### config.mk
export PLATFORM = sky130hd
export DESIGN_NAME = dtp_timer_pairs
export DESIGN_NICKNAME = d
export VERILOG_FILES = /design/src/dtp_pkg.sv /design/src/dtp_timer_pairs.sv
export SDC_FILE = /design/constraint.sdc
export NUM_CORES = 1
export LEC_CHECK = 0
export ABC_AREA = 1
export BUFFER_PORTS_ARGS = -buffer_cell sky130_fd_sc_hd__buf_2
export CAP_MARGIN = 25
export CORE_MARGIN = 5
export CORE_UTILIZATION = 55
export CTS_CLUSTER_DIAMETER = 40
export DETAILED_ROUTE_END_ITERATION = 10
export GPL_TIMING_DRIVEN = 0
export PLACE_DENSITY = 0.8
export SYNTH_ARGS = -nofsm -noshare
export SYNTH_HDL_FRONTEND = slang
export SYNTH_SLANG_ARGS = --single-unit
### constraint.sdc
create_clock -name clk -period 2.4 [get_ports clk]
set_input_delay 0.36 -clock clk [delete_from_list [all_inputs] [get_ports clk]]
set_output_delay 0.36 -clock clk [all_outputs]
set_load 0.02 [all_outputs]
### src/dtp_pkg.sv
package dtp_pkg;

    // ********************************************************
    // Register indices (byte address is four times the index)
    // ********************************************************
    localparam logic [9:0]       IDX_FLAG     = 10'h122;
    localparam logic [9:0]       IDX_ENABLE   = 10'h124;
    // Timer order: 0 pair_a lower, 1 pair_a upper, 2 pair_b lower, 3 pair_b upper
    localparam logic [3:0][9:0]  CNT_IDX      = {10'h118, 10'h114, 10'h10a, 10'h106};
    localparam logic [3:0][9:0]  PER_IDX      = {10'h11c, 10'h11a, 10'h10e, 10'h10c};
    localparam logic [3:0][9:0]  CON_IDX      = {10'h120, 10'h11e, 10'h112, 10'h110};
    localparam logic [1:0][9:0]  HOLD_IDX     = {10'h116, 10'h108};

    // ********************************************************
    // Field positions and masks
    // ********************************************************
    localparam int               RUN_BIT      = 15;
    localparam int               IDLE_BIT     = 13;
    localparam int               GATE_BIT     = 6;
    localparam int               PS_HI        = 5;
    localparam int               PS_LO        = 4;
    localparam int               JOIN_BIT     = 3;
    localparam int               CSEL_BIT     = 1;
    localparam logic [15:0]      CON_MASK_LO  = 16'ha07a;
    localparam logic [15:0]      CON_MASK_HI  = 16'ha072;
    localparam logic [3:0][3:0]  FLAG_POS     = {4'hc, 4'hb, 4'h7, 4'h6};
    localparam logic [15:0]      FLAG_MASK    = 16'h18c0;

    // ********************************************************
    // Reset values and prescaler limits
    // ********************************************************
    localparam logic [15:0]      CNT_RST      = 16'h0000;
    localparam logic [15:0]      PER_RST      = 16'hffff;
    localparam logic [15:0]      CON_RST      = 16'h0000;
    localparam logic [7:0]       PS_LIM_1     = 8'h00;
    localparam logic [7:0]       PS_LIM_8     = 8'h07;
    localparam logic [7:0]       PS_LIM_64    = 8'h3f;
    localparam logic [7:0]       PS_LIM_256   = 8'hff;

    typedef struct packed {
        logic       run;
        logic       idle_stop;
        logic       gate_accumulate_enable;
        logic [1:0] prescale_select;
        logic       join_bit;
        logic       clock_source_select;
    } dtp_ctl_s;

endpackage : dtp_pkg

### src/dtp_timer_pairs.sv
`timescale 1ns/100ps
`default_nettype none

module dtp_timer_pairs (
    input  wire logic            clk,
    input  wire logic            rst_n,
    input  wire logic            psel,
    input  wire logic            penable,
    input  wire logic            pwrite,
    input  wire logic [11:0]     paddr,
    input  wire logic [31:0]     pwdata,
    output var  logic [31:0]     prdata,
    output var  logic            pready,
    output var  logic            pslverr,
    input  wire logic            sleep_mode,
    input  wire logic            idle_mode,
    input  wire logic [3:0]      ext_pin,
    output var  logic [3:0]      irq_req,
    output var  logic            adc_trigger,
    output var  logic [15:0]     timebase_lower,
    output var  logic [15:0]     timebase_upper
);
    import dtp_pkg::*;

    // ********************************************************
    // Helpers
    // ********************************************************
    function automatic dtp_ctl_s decode_ctl(input logic [15:0] r);
        dtp_ctl_s c;
        c.run                    = r[RUN_BIT];
        c.idle_stop              = r[IDLE_BIT];
        c.gate_accumulate_enable = r[GATE_BIT];
        c.prescale_select        = r[PS_HI:PS_LO];
        c.join_bit               = r[JOIN_BIT];
        c.clock_source_select    = r[CSEL_BIT];
        return c;
    endfunction : decode_ctl

    function automatic logic [7:0] ps_limit(input logic [1:0] sel);
        case (sel)
            2'h0:    ps_limit = PS_LIM_1;
            2'h1:    ps_limit = PS_LIM_8;
            2'h2:    ps_limit = PS_LIM_64;
            default: ps_limit = PS_LIM_256;
        endcase
    endfunction : ps_limit

    // ********************************************************
    // State
    // ********************************************************
    logic [15:0]     cnt [4];
    logic [15:0]     per [4];
    logic [15:0]     con [4];
    logic [7:0]      pre [4];
    logic [15:0]     hold [2];
    logic [15:0]     flag_reg;
    logic [15:0]     enable_reg;
    logic [3:0]      pin_prev;

    // ********************************************************
    // Bus decode
    // ********************************************************
    logic            acc;
    logic            wr_done;
    logic            rd_done;
    logic [9:0]      idx;
    logic [15:0]     wdata;

    // Misaligned accesses are refused, so they must not reach any register
    assign acc     = psel & penable & pready & (paddr[1:0] == 2'h0);
    assign wr_done = acc & pwrite;
    assign rd_done = acc & ~pwrite;
    assign idx     = paddr[11:2];
    assign wdata   = pwdata[15:0];

    // ********************************************************
    // Tick, match and event logic
    // ********************************************************
    dtp_ctl_s        ctl [4];
    logic [1:0]      joined;
    logic [3:0]      raw_tick;
    logic [3:0]      pre_hit;
    logic [3:0]      gate_fall;
    logic [3:0]      step;
    logic [3:0]      match16;
    logic [1:0]      match32;
    logic [3:0]      pre_clr;
    logic [3:0]      flag_set;
    logic [1:0]      pair_wr;

    always_comb begin
        logic       halted;
        logic       pin_now;
        logic       pin_old;
        int         src;
        halted  = 1'b0;
        pin_now = 1'b0;
        pin_old = 1'b0;
        src     = 0;
        for (int p = 0; p < 2; p++) begin
            joined[p]  = con[2*p][JOIN_BIT];
            match32[p] = ({cnt[2*p+1], cnt[2*p]} == {per[2*p+1], per[2*p]});
            pair_wr[p] = wr_done & ((idx == CNT_IDX[2*p]) | (idx == CNT_IDX[2*p+1]) |
                                    (idx == CON_IDX[2*p]) | (idx == CON_IDX[2*p+1]));
        end
        for (int t = 0; t < 4; t++) begin
            // Upper timer of a joined pair sees only the lower control and pin
            src     = ((t % 2) == 1 && joined[t/2]) ? t - 1 : t;
            ctl[t]  = decode_ctl(con[src]);
            pin_now = ext_pin[src];
            pin_old = pin_prev[src];
            halted  = sleep_mode | (idle_mode & ctl[t].idle_stop);
            if (!ctl[t].run || halted) begin
                raw_tick[t] = 1'b0;
            end else if (ctl[t].clock_source_select) begin
                raw_tick[t] = pin_now & ~pin_old;
            end else if (ctl[t].gate_accumulate_enable) begin
                raw_tick[t] = pin_now;
            end else begin
                raw_tick[t] = 1'b1;
            end
            pre_hit[t]   = raw_tick[t] & (pre[t] == ps_limit(ctl[t].prescale_select));
            gate_fall[t] = ctl[t].run & ctl[t].gate_accumulate_enable &
                           ~ctl[t].clock_source_select & pin_old & ~pin_now;
            match16[t]   = (cnt[t] == per[t]);
            // Prescaler is frozen while its timer is off, so it keeps its value
            pre_clr[t]   = pair_wr[t/2] & ctl[t].run;
        end
        for (int t = 0; t < 4; t++) begin
            if (joined[t/2]) begin
                step[t]     = pre_hit[2*(t/2)];
                flag_set[t] = ((t % 2) == 1) &
                              ((step[t] & match32[t/2]) | gate_fall[2*(t/2)]);
            end else begin
                step[t]     = pre_hit[t];
                flag_set[t] = (step[t] & match16[t]) | gate_fall[t];
            end
        end
    end

    // ********************************************************
    // Pin history
    // ********************************************************
    always_ff @(posedge clk or negedge rst_n) begin
        if (!rst_n) begin
            pin_prev <= 4'h0;
        end else begin
            pin_prev <= ext_pin;
        end
    end

    // ********************************************************
    // Prescalers
    // ********************************************************
    always_ff @(posedge clk or negedge rst_n) begin
        if (!rst_n) begin
            for (int t = 0; t < 4; t++) begin
                pre[t] <= 8'h00;
            end
        end else begin
            for (int t = 0; t < 4; t++) begin
                if (pre_clr[t]) begin
                    pre[t] <= 8'h00;
                end else if (raw_tick[t]) begin
                    pre[t] <= pre_hit[t] ? 8'h00 : pre[t] + 8'h01;
                end
            end
        end
    end

    // ********************************************************
    // Counters
    // ********************************************************
    always_ff @(posedge clk or negedge rst_n) begin
        if (!rst_n) begin
            for (int t = 0; t < 4; t++) begin
                cnt[t] <= CNT_RST;
            end
        end else begin
            for (int t = 0; t < 4; t++) begin
                if (wr_done && idx == CNT_IDX[t]) begin
                    cnt[t] <= wdata;
                end else if ((t % 2) == 1 && joined[t/2] && wr_done && idx == CNT_IDX[2*(t/2)]) begin
                    cnt[t] <= hold[t/2];
                end else if (joined[t/2]) begin
                    if (step[t]) begin
                        if (match32[t/2]) begin
                            cnt[t] <= 16'h0000;
                        end else if ((t % 2) == 0 || cnt[2*(t/2)] == 16'hffff) begin
                            cnt[t] <= cnt[t] + 16'h0001;
                        end
                    end
                end else if (step[t]) begin
                    cnt[t] <= match16[t] ? 16'h0000 : cnt[t] + 16'h0001;
                end
            end
        end
    end

    // ********************************************************
    // Period, control and hold registers
    // ********************************************************
    always_ff @(posedge clk or negedge rst_n) begin
        if (!rst_n) begin
            for (int t = 0; t < 4; t++) begin
                per[t] <= PER_RST;
                con[t] <= CON_RST;
            end
        end else begin
            for (int t = 0; t < 4; t++) begin
                if (wr_done && idx == PER_IDX[t]) begin
                    per[t] <= wdata;
                end
                // Control word changes and a running pair's prescalers clear; count stays as it was
                if (wr_done && idx == CON_IDX[t]) begin
                    con[t] <= wdata & (((t % 2) == 0) ? CON_MASK_LO : CON_MASK_HI);
                end
            end
        end
    end

    always_ff @(posedge clk or negedge rst_n) begin
        if (!rst_n) begin
            hold[0] <= CNT_RST;
            hold[1] <= CNT_RST;
        end else begin
            for (int p = 0; p < 2; p++) begin
                if (wr_done && idx == HOLD_IDX[p]) begin
                    hold[p] <= wdata;
                end else if (rd_done && joined[p] && idx == CNT_IDX[2*p]) begin
                    hold[p] <= cnt[2*p+1];
                end
            end
        end
    end

    // ********************************************************
    // Interrupt flags and enables
    // ********************************************************
    logic [15:0]     set_vec;

    always_comb begin
        set_vec = 16'h0000;
        for (int t = 0; t < 4; t++) begin
            set_vec[FLAG_POS[t]] = flag_set[t];
        end
    end

    // A hardware event in the same cycle as a software clear wins
    always_ff @(posedge clk or negedge rst_n) begin
        if (!rst_n) begin
            flag_reg <= 16'h0000;
        end else if (wr_done && idx == IDX_FLAG) begin
            flag_reg <= (wdata & FLAG_MASK) | set_vec;
        end else begin
            flag_reg <= flag_reg | set_vec;
        end
    end

    always_ff @(posedge clk or negedge rst_n) begin
        if (!rst_n) begin
            enable_reg <= 16'h0000;
        end else if (wr_done && idx == IDX_ENABLE) begin
            enable_reg <= wdata & FLAG_MASK;
        end
    end

    always_ff @(posedge clk or negedge rst_n) begin
        if (!rst_n) begin
            irq_req <= 4'h0;
        end else begin
            for (int t = 0; t < 4; t++) begin
                irq_req[t] <= flag_reg[FLAG_POS[t]] & enable_reg[FLAG_POS[t]];
            end
        end
    end

    // ********************************************************
    // Converter trigger and time base (first pair only)
    // ********************************************************
    always_ff @(posedge clk or negedge rst_n) begin
        if (!rst_n) begin
            adc_trigger <= 1'b0;
        end else begin
            adc_trigger <= step[1] & (joined[0] ? match32[0] : match16[1]);
        end
    end

    assign timebase_lower = cnt[0];
    assign timebase_upper = cnt[1];

    // ********************************************************
    // APB slave: one wait state, then pready for one cycle
    // ********************************************************
    logic [15:0]     rd_val;
    logic            rd_hit;

    always_comb begin
        rd_val = 16'h0000;
        rd_hit = 1'b0;
        for (int t = 0; t < 4; t++) begin
            if (idx == CNT_IDX[t]) begin
                rd_val = cnt[t];
                rd_hit = 1'b1;
            end
            if (idx == PER_IDX[t]) begin
                rd_val = per[t];
                rd_hit = 1'b1;
            end
            if (idx == CON_IDX[t]) begin
                rd_val = con[t];
                rd_hit = 1'b1;
            end
        end
        for (int p = 0; p < 2; p++) begin
            if (idx == HOLD_IDX[p]) begin
                rd_val = hold[p];
                rd_hit = 1'b1;
            end
        end
        if (idx == IDX_FLAG) begin
            rd_val = flag_reg;
            rd_hit = 1'b1;
        end
        if (idx == IDX_ENABLE) begin
            rd_val = enable_reg;
            rd_hit = 1'b1;
        end
        if (paddr[1:0] != 2'h0) begin
            rd_hit = 1'b0;
        end
    end

    always_ff @(posedge clk or negedge rst_n) begin
        if (!rst_n) begin
            pready  <= 1'b0;
            pslverr <= 1'b0;
            prdata  <= 32'h0000_0000;
        end else if (psel && penable && !pready) begin
            pready  <= 1'b1;
            pslverr <= ~rd_hit;
            prdata  <= (rd_hit && !pwrite) ? {16'h0000, rd_val} : 32'h0000_0000;
        end else begin
            pready  <= 1'b0;
            pslverr <= 1'b0;
        end
    end

endmodule : dtp_timer_pairs

`default_nettype wire

Word level (Yosys, flattened, before mapping)
Cells that the tools add are included.
- register bits after elaboration: 281
- output and inout port bits: 71
- logic and storage cells: 339
- input bits: 55
- eq/ne operators: 38
- mux-type cells: 124
- reductions and logical operators: 55
- $lt $le $gt $ge: 4
- add/sub/neg operators: 8
- bitwise gates (word level): 84
- operators by type and width (cell ; count):
    16-bit 2-to-1 mux ; 54
    10-bit by 9-bit equality test with 1-bit output, second input constant ; 16
    8-bit 2-to-1 mux ; 12
    8-bit case mux with 3 select lines ; 4
    16-bit by 1-bit adder with 16-bit output, second input constant ; 4
    16-bit binary-select mux with 2-bit select ; 2
    16-bit equality test ; 4
    32-bit equality test ; 2
    32-bit by 3-bit greater-or-equal comparator with 1-bit output, second input constant ; 2
    1-bit bitwise AND ; 50
    1-bit 2-to-1 mux ; 48
    8-bit by 1-bit adder with 8-bit output, second input constant ; 4
    16-bit equality test, second input constant ; 2
    8-bit equality test ; 4
    1-bit inverter with 32-bit output ; 1
    2-bit inverter with 32-bit output ; 1
    1-bit logical AND ; 27
    2-bit nonzero test ; 9
    1-bit bitwise OR ; 16
    16-bit by 13-bit bitwise OR with 16-bit output ; 1
    1-bit inverter ; 14
    13-bit bitwise OR ; 1
    2-bit zero test ; 5
    5-bit by 1-bit inequality test with 1-bit output, second input constant ; 2
    other kinds (9) ; 28

Depth between registers and ports, before layout
Gate-level depths: netlist (run 1).
- word-level depth: 20
- depth in mapped cells: 19
- mapped depth without buffers: 19

Worst setup path before layout (run 1)
OpenSTA, ideal clock, no wires.
- kind: register to register
- from: register cnt[16] (netlist name)
- to: register cnt[12] (netlist name)
- setup slack: 0.455 ns
- arrival time: 1.822 ns
- cell stages (with the launch flop): 14
- path buffers: 1
- setup time: 0.123 ns
- required time: 2.277 ns
- clock period less this slack: 1.945 ns
- path through: dfrtp_1 > ha_1 > nand2_1 > nor3_1 > nand2_1 > nor2_2 > nand4_1 > nor2_1 > o21ai_0 > nand2_2 > inv_2 > buf_2 > nand2_1 > o21ai_1
- word-level cells in the longest chain between the ends: 6
- elaborated cells between the ends (all ways): 9
- classes of those cells: 3 x eq/ne; 5 x mux; 1 x reduce/logical
- ends and longest elaborated chain (element ; RTL line ; text):
    start: declaration ; dtp_timer_pairs.sv:51 ; logic [15:0] cnt [4];
    start signal: indexed assignment ; dtp_timer_pairs.sv:182 ; cnt[t] <= wdata;
    start signal: indexed assignment ; dtp_timer_pairs.sv:184 ; cnt[t] <= hold[t/2];
    start signal: indexed assignment ; dtp_timer_pairs.sv:190 ; cnt[t] <= cnt[t] + 16'h0001;
    32-bit equality test ; dtp_timer_pairs.sv:102 ; match32[p] = ({cnt[2*p+1], cnt[2*p]} == {per[2*p+1], per[2*p]});
    16-bit 2-to-1 mux ; dtp_timer_pairs.sv:187 ; if (match32[t/2]) begin
    16-bit 2-to-1 mux ; dtp_timer_pairs.sv:186 ; if (step[t]) begin
    16-bit 2-to-1 mux ; dtp_timer_pairs.sv:185 ; end else if (joined[t/2]) begin
    16-bit 2-to-1 mux ; dtp_timer_pairs.sv:183 ; end else if ((t % 2) == 1 && joined[t/2] && wr_done && idx == CNT_IDX[2*(t/2)]) begin
    16-bit 2-to-1 mux ; dtp_timer_pairs.sv:181 ; if (wr_done && idx == CNT_IDX[t]) begin
Several ways; a longest one is shown, not always the timed one. The select of a mux whose other input is x is not followed.
A chain may end at the register's enable or synchronous reset.

Final worst setup path (run 1)
- from: register cnt[1] (netlist name)
- to: register cnt[21] (netlist name)
- word-level cells in the longest chain between the ends: 5
- ends and longest elaborated chain (element ; RTL line):
    32-bit equality test ; dtp_timer_pairs.sv:102
    16-bit 2-to-1 mux ; dtp_timer_pairs.sv:187
    16-bit 2-to-1 mux ; dtp_timer_pairs.sv:186
    16-bit 2-to-1 mux ; dtp_timer_pairs.sv:185
    16-bit 2-to-1 mux ; dtp_timer_pairs.sv:181
No other way between the ends. The select of a mux whose other input is x is not followed.

==> qor.yml, run 1 <==
routed_via_density: 6.02
layout_common_cells: "nand2_1, inv_1, o21ai_0, dfrtp_1, nor2_1"
placed_area_mm2: 0.0173
grt_pass1_wl_mm: 91.7
wl_mm: 60.4
syn-mean-instance-area_um2: 7.40
cap_violations: 0
die_x_um: 182
multi_input_area_mm2: 0.00841
dp_hpwl_mm: 44.6
fin_area_mm2: 0.0194
ys_seq_area_share_pct: 39.4
power_density_mw_per_mm2: 584
synth_flop_cell: "dfrtp_1"
critPathKind: "flop to flop"
setup_viol: 0
async_flop_share_pct: 100
rsz0062_at_grt: "yes"
track_usage_pct: 35.5
yosys.cell_types.count: 62
setup_ws_ns: 0.0716
fill_cells: 2506
cts_tree: "done"
hold_viol_final: 0
die_area_mm2: 0.0331
ys_seq_elements: 253
p_leak_uw: 0.00889
core.rowCount: 63
initial_core_util_pct: 55.3
io_pins: 126
grt_start_max_net_pins: 120
maxSlewHeadroom_pct: 26.5
cp.required_ns: 2.77
nets: 2445
r2r_cells: 10
min_path_cells: 3
cts.clk_slew.worst_paths_ns: 0.05
min_period_ns: 2.33
ys_warn_count: 0
cts-root-buf: "clkbuf_16"
drc: 0
grt_pass1_vias: 15989
regArea_mm2: 0.00643
final_common_cell: "nand2_1"
status: "completed"
firstDrtPassIters: 6
die_h_um: 182
finalMaxSlewViolations: 0
synth_edf_count: 0
tightest_slew_ns: 1.10
core_area_mm2: 0.0294
critPathMaxFanout: 7
gp_congestion: 1.05
dp_slack_ns: -0.508
syn2layout_area_growth_pct: 19.6
top_register: "per"
syn_area_mm2: 0.0163
skew_ns: 0.0290
initialDrtViolationCount: 2106
port_buffers: 93
drive_gt1_share_pct: 21.7
clkLatencyLatePin_ns: 0.56
ant_nets: 0
r2r_slack_ns: 0.07
wl_per_cell_um: 21.5
clockBufferDepth: 3
worstHoldPathType: "primary input to flop"
cts_buffers: 47
critPathArrivalTime_ns: 2.70
largest_reg_flops: 64
antenna_found_initial: 1
gr-total-overflow: 0
endpoint_kind: "flop"
vias: 16934
irDropWorstVdd_mv: 0.475
clock.fmax_mhz: 429
htreeDepth: 2
postSynthCellCount: 2199
cts_sinks: 253
cp-start-kind: "flop"
post-route-period-util_pct: 97.0
==> critical path: stages (launching register included) <==
cell and delay [ns]:
dfrtp_2 0.46, or2_2 0.29, a21oi_1 0.20, nand4_1 0.13
nor2_2 0.15, inv_1 0.10, a21oi_1 0.25, o21ai_1 0.22
o21ai_0 0.13, a21oi_1 0.05, o21bai_1 0.16
==> logic make-up after synthesis <==
family / after synthesis / share of synthesized area [%]
other: 1 / 0.0231
DFF: 253 / 39.4
and+or+nand+nor: 965 / 26.8
AOI/OAI and AO/OA: 492 / 17.9
buffers and inverters: 394 / 10.7
adders and majority gates: 8 / 0.615
xor gates and xnor gates: 86 / 4.63
==> synth_stat cells, drive strengths merged (2+ instances only) <==
cell type  count  area share (%)
nand2        552              13
ha             8            0.62
buf           82             3.5
dfstp         64              10
nand4         44             1.8
nand3b        11            0.51
o211ai        31             1.5
xnor2         33             1.8
or2           14            0.54
inv          262             6.0
o31ai          5            0.23
nor3b          2           0.092
o2111ai        6            0.36
o21bai         6            0.28
o221ai        30             1.7
o22ai         21            0.81
clkbuf        48             1.1
a221oi        16            0.90
nor3          75             2.7
a211oi         5            0.23
nand3         93             3.0
nor2         162             4.5
xor2          53             2.9
o21a           4            0.18
a21oi        100             3.1
nor4           9            0.48
o32ai          2            0.11
o21ai        247             7.7
a31oi          4            0.15
o41ai          2            0.11
a22oi          8            0.37
and3           2           0.077
clkinv         2           0.046
dfrtp        189              29
==> through the flow <==
stage	util (%)	hold WS, ns	std cells	total power (uW)	TNS [ns]
5_1_grt	66.1	0.0622	2809	11700	-0.0743
3_3_place_gp	58.8	0.445	2697	4750	-830.34
3_5_place_dp	59.0	0.326	2699	4760	-21.73
6_report	66.1	0.0569	2812	11400	0
4_1_cts	64.9	0.0474	2794	11400	-0.0178
2_1_floorplan	-	0.0644	2214	4500	0
==> final cells by class <==
type                    count  area share [%]
multi-input cells        1567            43.3
flip-flops and latches    253            33.0
clock buffers              61            6.68
inverters                 264            5.10
repair buffers            126            4.04
plain buffers             123            3.85
well taps                 390            2.51
clock inverters            25            1.47
diodes                      3          0.0386
==> metal layers <==
metal  part of all wire (%)  vias up  track usage (%)
met5                      0        -                0
met4                    6.2        0             18.6
met1                     39     7996             46.9
met2                     44     1018             54.7
li1                       -     7670                -
met3                     11      250             8.05
==> power breakdown <==
group	total, uW	internal, uW	switching (uW)
Clock	6650	4270	2370
Sequential	4300	4290	9.17
Combinational	420	88.3	332
==> path summary, 6_finish.rpt <==
kind / start / to
max: cnt[1] / cnt[21]
max in group asynchronous: rst_n / timebase_upper[5]
min in group asynchronous: rst_n / pre[12]
max reg2reg: cnt[1] / cnt[21]
min reg2reg: prdata[8] / prdata[8]
min: psel / pready
==> timing repair <==
action	in CTS	in global routing
setup endpoints to repair	45	57
buffers inserted	5	20
cloned	0	1
pin swaps	4	12
gates resized for setup	23	67
endpoints found under the hold margin	47	0
hold buffers	5	0
Power figures use the tool's default switching activity.
==> run 2, diff against run 1 <==
MAX_ROUTING_LAYER = met4   (was unset)
==> qor.yml, run 2 (same netlist as run 1, synthesis figures left out) <==
maxSlewHeadroom_pct: 28.8  # +2.3 points
wl_per_cell_um: 21.8  # +1.7%
cp-startpoint: "cnt[3]"
cts_sinks: 253  # unchanged
post-route-period-util_pct: 100  # +3.3 points
ant_nets: 0  # unchanged
wl_mm: 61.5  # +1.8%
irDropWorstVdd_mv: 0.484  # +2.0%
cp.required_ns: 2.81  # +0.04 ns
die_x_um: 182  # unchanged
dp_hpwl_mm: 44.8  # +0.41%
grt_start_max_net_pins: 118  # -1.7%
port_buffers: 93  # unchanged
power_density_mw_per_mm2: 597  # +2.1%
gp_congestion: 1.08  # +3.5%
switching_share_pct: 23.5  # -0.40 points
critical_path_depth: 13  # +3
antenna_found_initial: 0  # -1
rsz0062_at_grt: "yes"
routed_via_density: 6.03  # +0.21%
top_register: "per"
vias: 16982  # +0.28%
cts_tree: "done"
fill_cells: 2556  # +2.0%
clkLatencyLatePin_ns: 0.55  # about the same
core_area_mm2: 0.0294  # unchanged
initial_core_util_pct: 55.3  # unchanged
p_leak_uw: 0.00895  # +0.76%
firstDrtPassIters: 6  # unchanged
finalMaxSlewViolations: 0  # unchanged
worst_path_dominant_cell_family: "simple AND/OR/NAND/NOR gates"
power_frac_clock_pct: 59.7  # +1.2 points
endpoint_kind: "flop"
cts_buffers: 46  # -2.1%
die_area_mm2: 0.0331  # unchanged
hold_viol_final: 0  # unchanged
hp-start: "pwdata[13]"
largest_reg_flops: 64  # unchanged
cp-endpoint: "cnt[6]"
critPathArrivalTime_ns: 2.82  # +0.12 ns
seq_power_share_pct: 36.7  # -1.1 points
core.rowCount: 63  # unchanged
power_switching_uw: 2740  # +1.2%
worst-path-buf-inv: 4  # +3
multi_input_area_mm2: 0.00845  # +0.43%
clock.fmax_mhz: 415  # -3.3%
crit_chain: "inv_1 > nor2_1 > nor3_1 > nand4_1 > nor2_2 > inv_1 > nor2_4 > inv_1 > nand3_4 > buf_6 > o211ai_1 > o211ai_1 > nand2_1"
r2r_cells: 13  # +3
final_common_cell: "nand2_1"
violations: "negative setup slack"
io_pins: 126  # unchanged
cts-root-buf: "clkbuf_16"
drive_gt1_share_pct: 22.2  # +0.54 points
tightest_slew_ns: 1.07  # -0.0343 ns
worstHoldPathType: "primary input to flop"
fin_setup_tns_ns: -0.00725  # -0.00725 ns
regArea_mm2: 0.00643  # about the same
critPathKind: "flop to flop"
gr-total-overflow: 0  # unchanged
reg2reg_to: "cnt[6]"
p_int_uw: 8950  # +3.4%
cp-start-kind: "flop"
grt_pass1_vias: 15982  # -0.044%
setup_viol: 1  # +1
setup_ws_ns: -0.00725  # -0.0789 ns
pwr-share-comb_pct: 3.6  # about the same
timing.hold.ws_ns: 0.0574  # +0.000529 ns
initialDrtViolationCount: 2130  # +1.1%
path_common_cell: "inv_1"
cts.clk_slew.worst_paths_ns: 0.05  # about the same
r2r_slack_ns: -0.007  # -0.08 ns
syn2layout_area_growth_pct: 20.4
skew_ns: 0.0182  # -0.0108 ns
reg2reg_from: "cnt[3]"
cap_violations: 0  # unchanged
clockBufferDepth: 3  # unchanged
min_period_ns: 2.41  # +0.0789 ns
placed_cells: 2699  # unchanged
nets: 2449  # +0.16%
die_h_um: 182  # unchanged
layout_common_cells: "nand2_1, inv_1, o21ai_0, dfrtp_1, nor2_1"
track_usage_pct: 36.8  # +1.3 points
final_cells: 2814  # +0.071%
grt_pass1_wl_mm: 92.8  # +1.2%
critPathMaxFanout: 10  # +3
status: "complete, but fails checks"
htreeDepth: 2  # unchanged
critical-path-max-stage-delay_ns: 0.44  # -0.02 ns
drc: 0  # unchanged
cp_slowest_cell: "dfrtp_2"
-- run 2: cell types whose count changed in the layout (fill, tap and decap cells not counted), moves of 3 or more --
cell	change
nor2_2	-4
nor2_1	+3
dfrtp_1	-5
clkbuf_2	-3
clkbuf_1	-3
buf_4	+9
bufinv_16	+4
clkbuf_8	-4
dfrtp_2	+5
-- run 2: cell type report --
type	instances	area share, %
buffer	122	3.81
clock buffer	54	6.29
tap	390	2.49
sequential	253	32.8
clock inverter	31	2.15
multi-input combinational	1567	43.1
inverter	264	5.07
antenna	1	0.0128
timing repair buffer	132	4.19
-- run 2: metal layers --
metal / part of all wire, % / vias to the layer above / track usage (%)
li1: - / 7661 / -
met1: 39 / 8058 / 47.7
met2: 45 / 1037 / 56.6
met3: 10 / 226 / 7.45
met4: 5.6 / 0 / 15.1
met5: 0 / - / -
-- run 2: worst min path at each step --
stage                               to  slack, ns  cells after the start
finish              timebase_upper[13]       0.06                      3
detailed placement             pre[15]       0.23                      1
floorplan                  adc_trigger       0.06                      0
global placement            irq_req[3]       0.44                      2
CTS                 timebase_upper[13]       0.05                      3
global route        timebase_upper[13]       0.07                      3
-- run 2: what timing repair did --
action | CTS | global route
pin swaps | 1 | 20
setup endpoints to repair | 44 | 56
hold buffers | 5 | 0
setup buffers | 1 | 30
endpoints found under the hold margin | 29 | 0
gates cloned | 0 | 1
gates resized for setup | 20 | 83
-- run 2: worst register-to-register path, delay by kind of cell, from the launching register on --
family / cells / cell delay, ns
buf+inv: 4 / 0.55
simple gates: 7 / 1.07
flops: 1 / 0.44
compound gates: 2 / 0.22
-- run 2: power by group through the flow --
stage                     registers [uW]  logic, uW  clock network, uW
after detailed placement            4360        402                  0
after global placement              4360        385                  0
final                               4300        421               6980
after floorplan                     4370        134                  0
after CTS                           4300        410               7010
after global routing                4290        445               7210
-- run 2: stage by stage --
step	total power, uW	utilization (%)	area, um2	setup WS [ns]
global placement	4750	58.8	17300	-3.66
detailed placement	4770	59.0	17300	-0.499
finish	11700	66.6	19600	-0.00725
global route	12000	66.6	19600	-0.116
CTS	11700	64.9	19100	-0.0408
floorplan	4500	-	16300	0.455
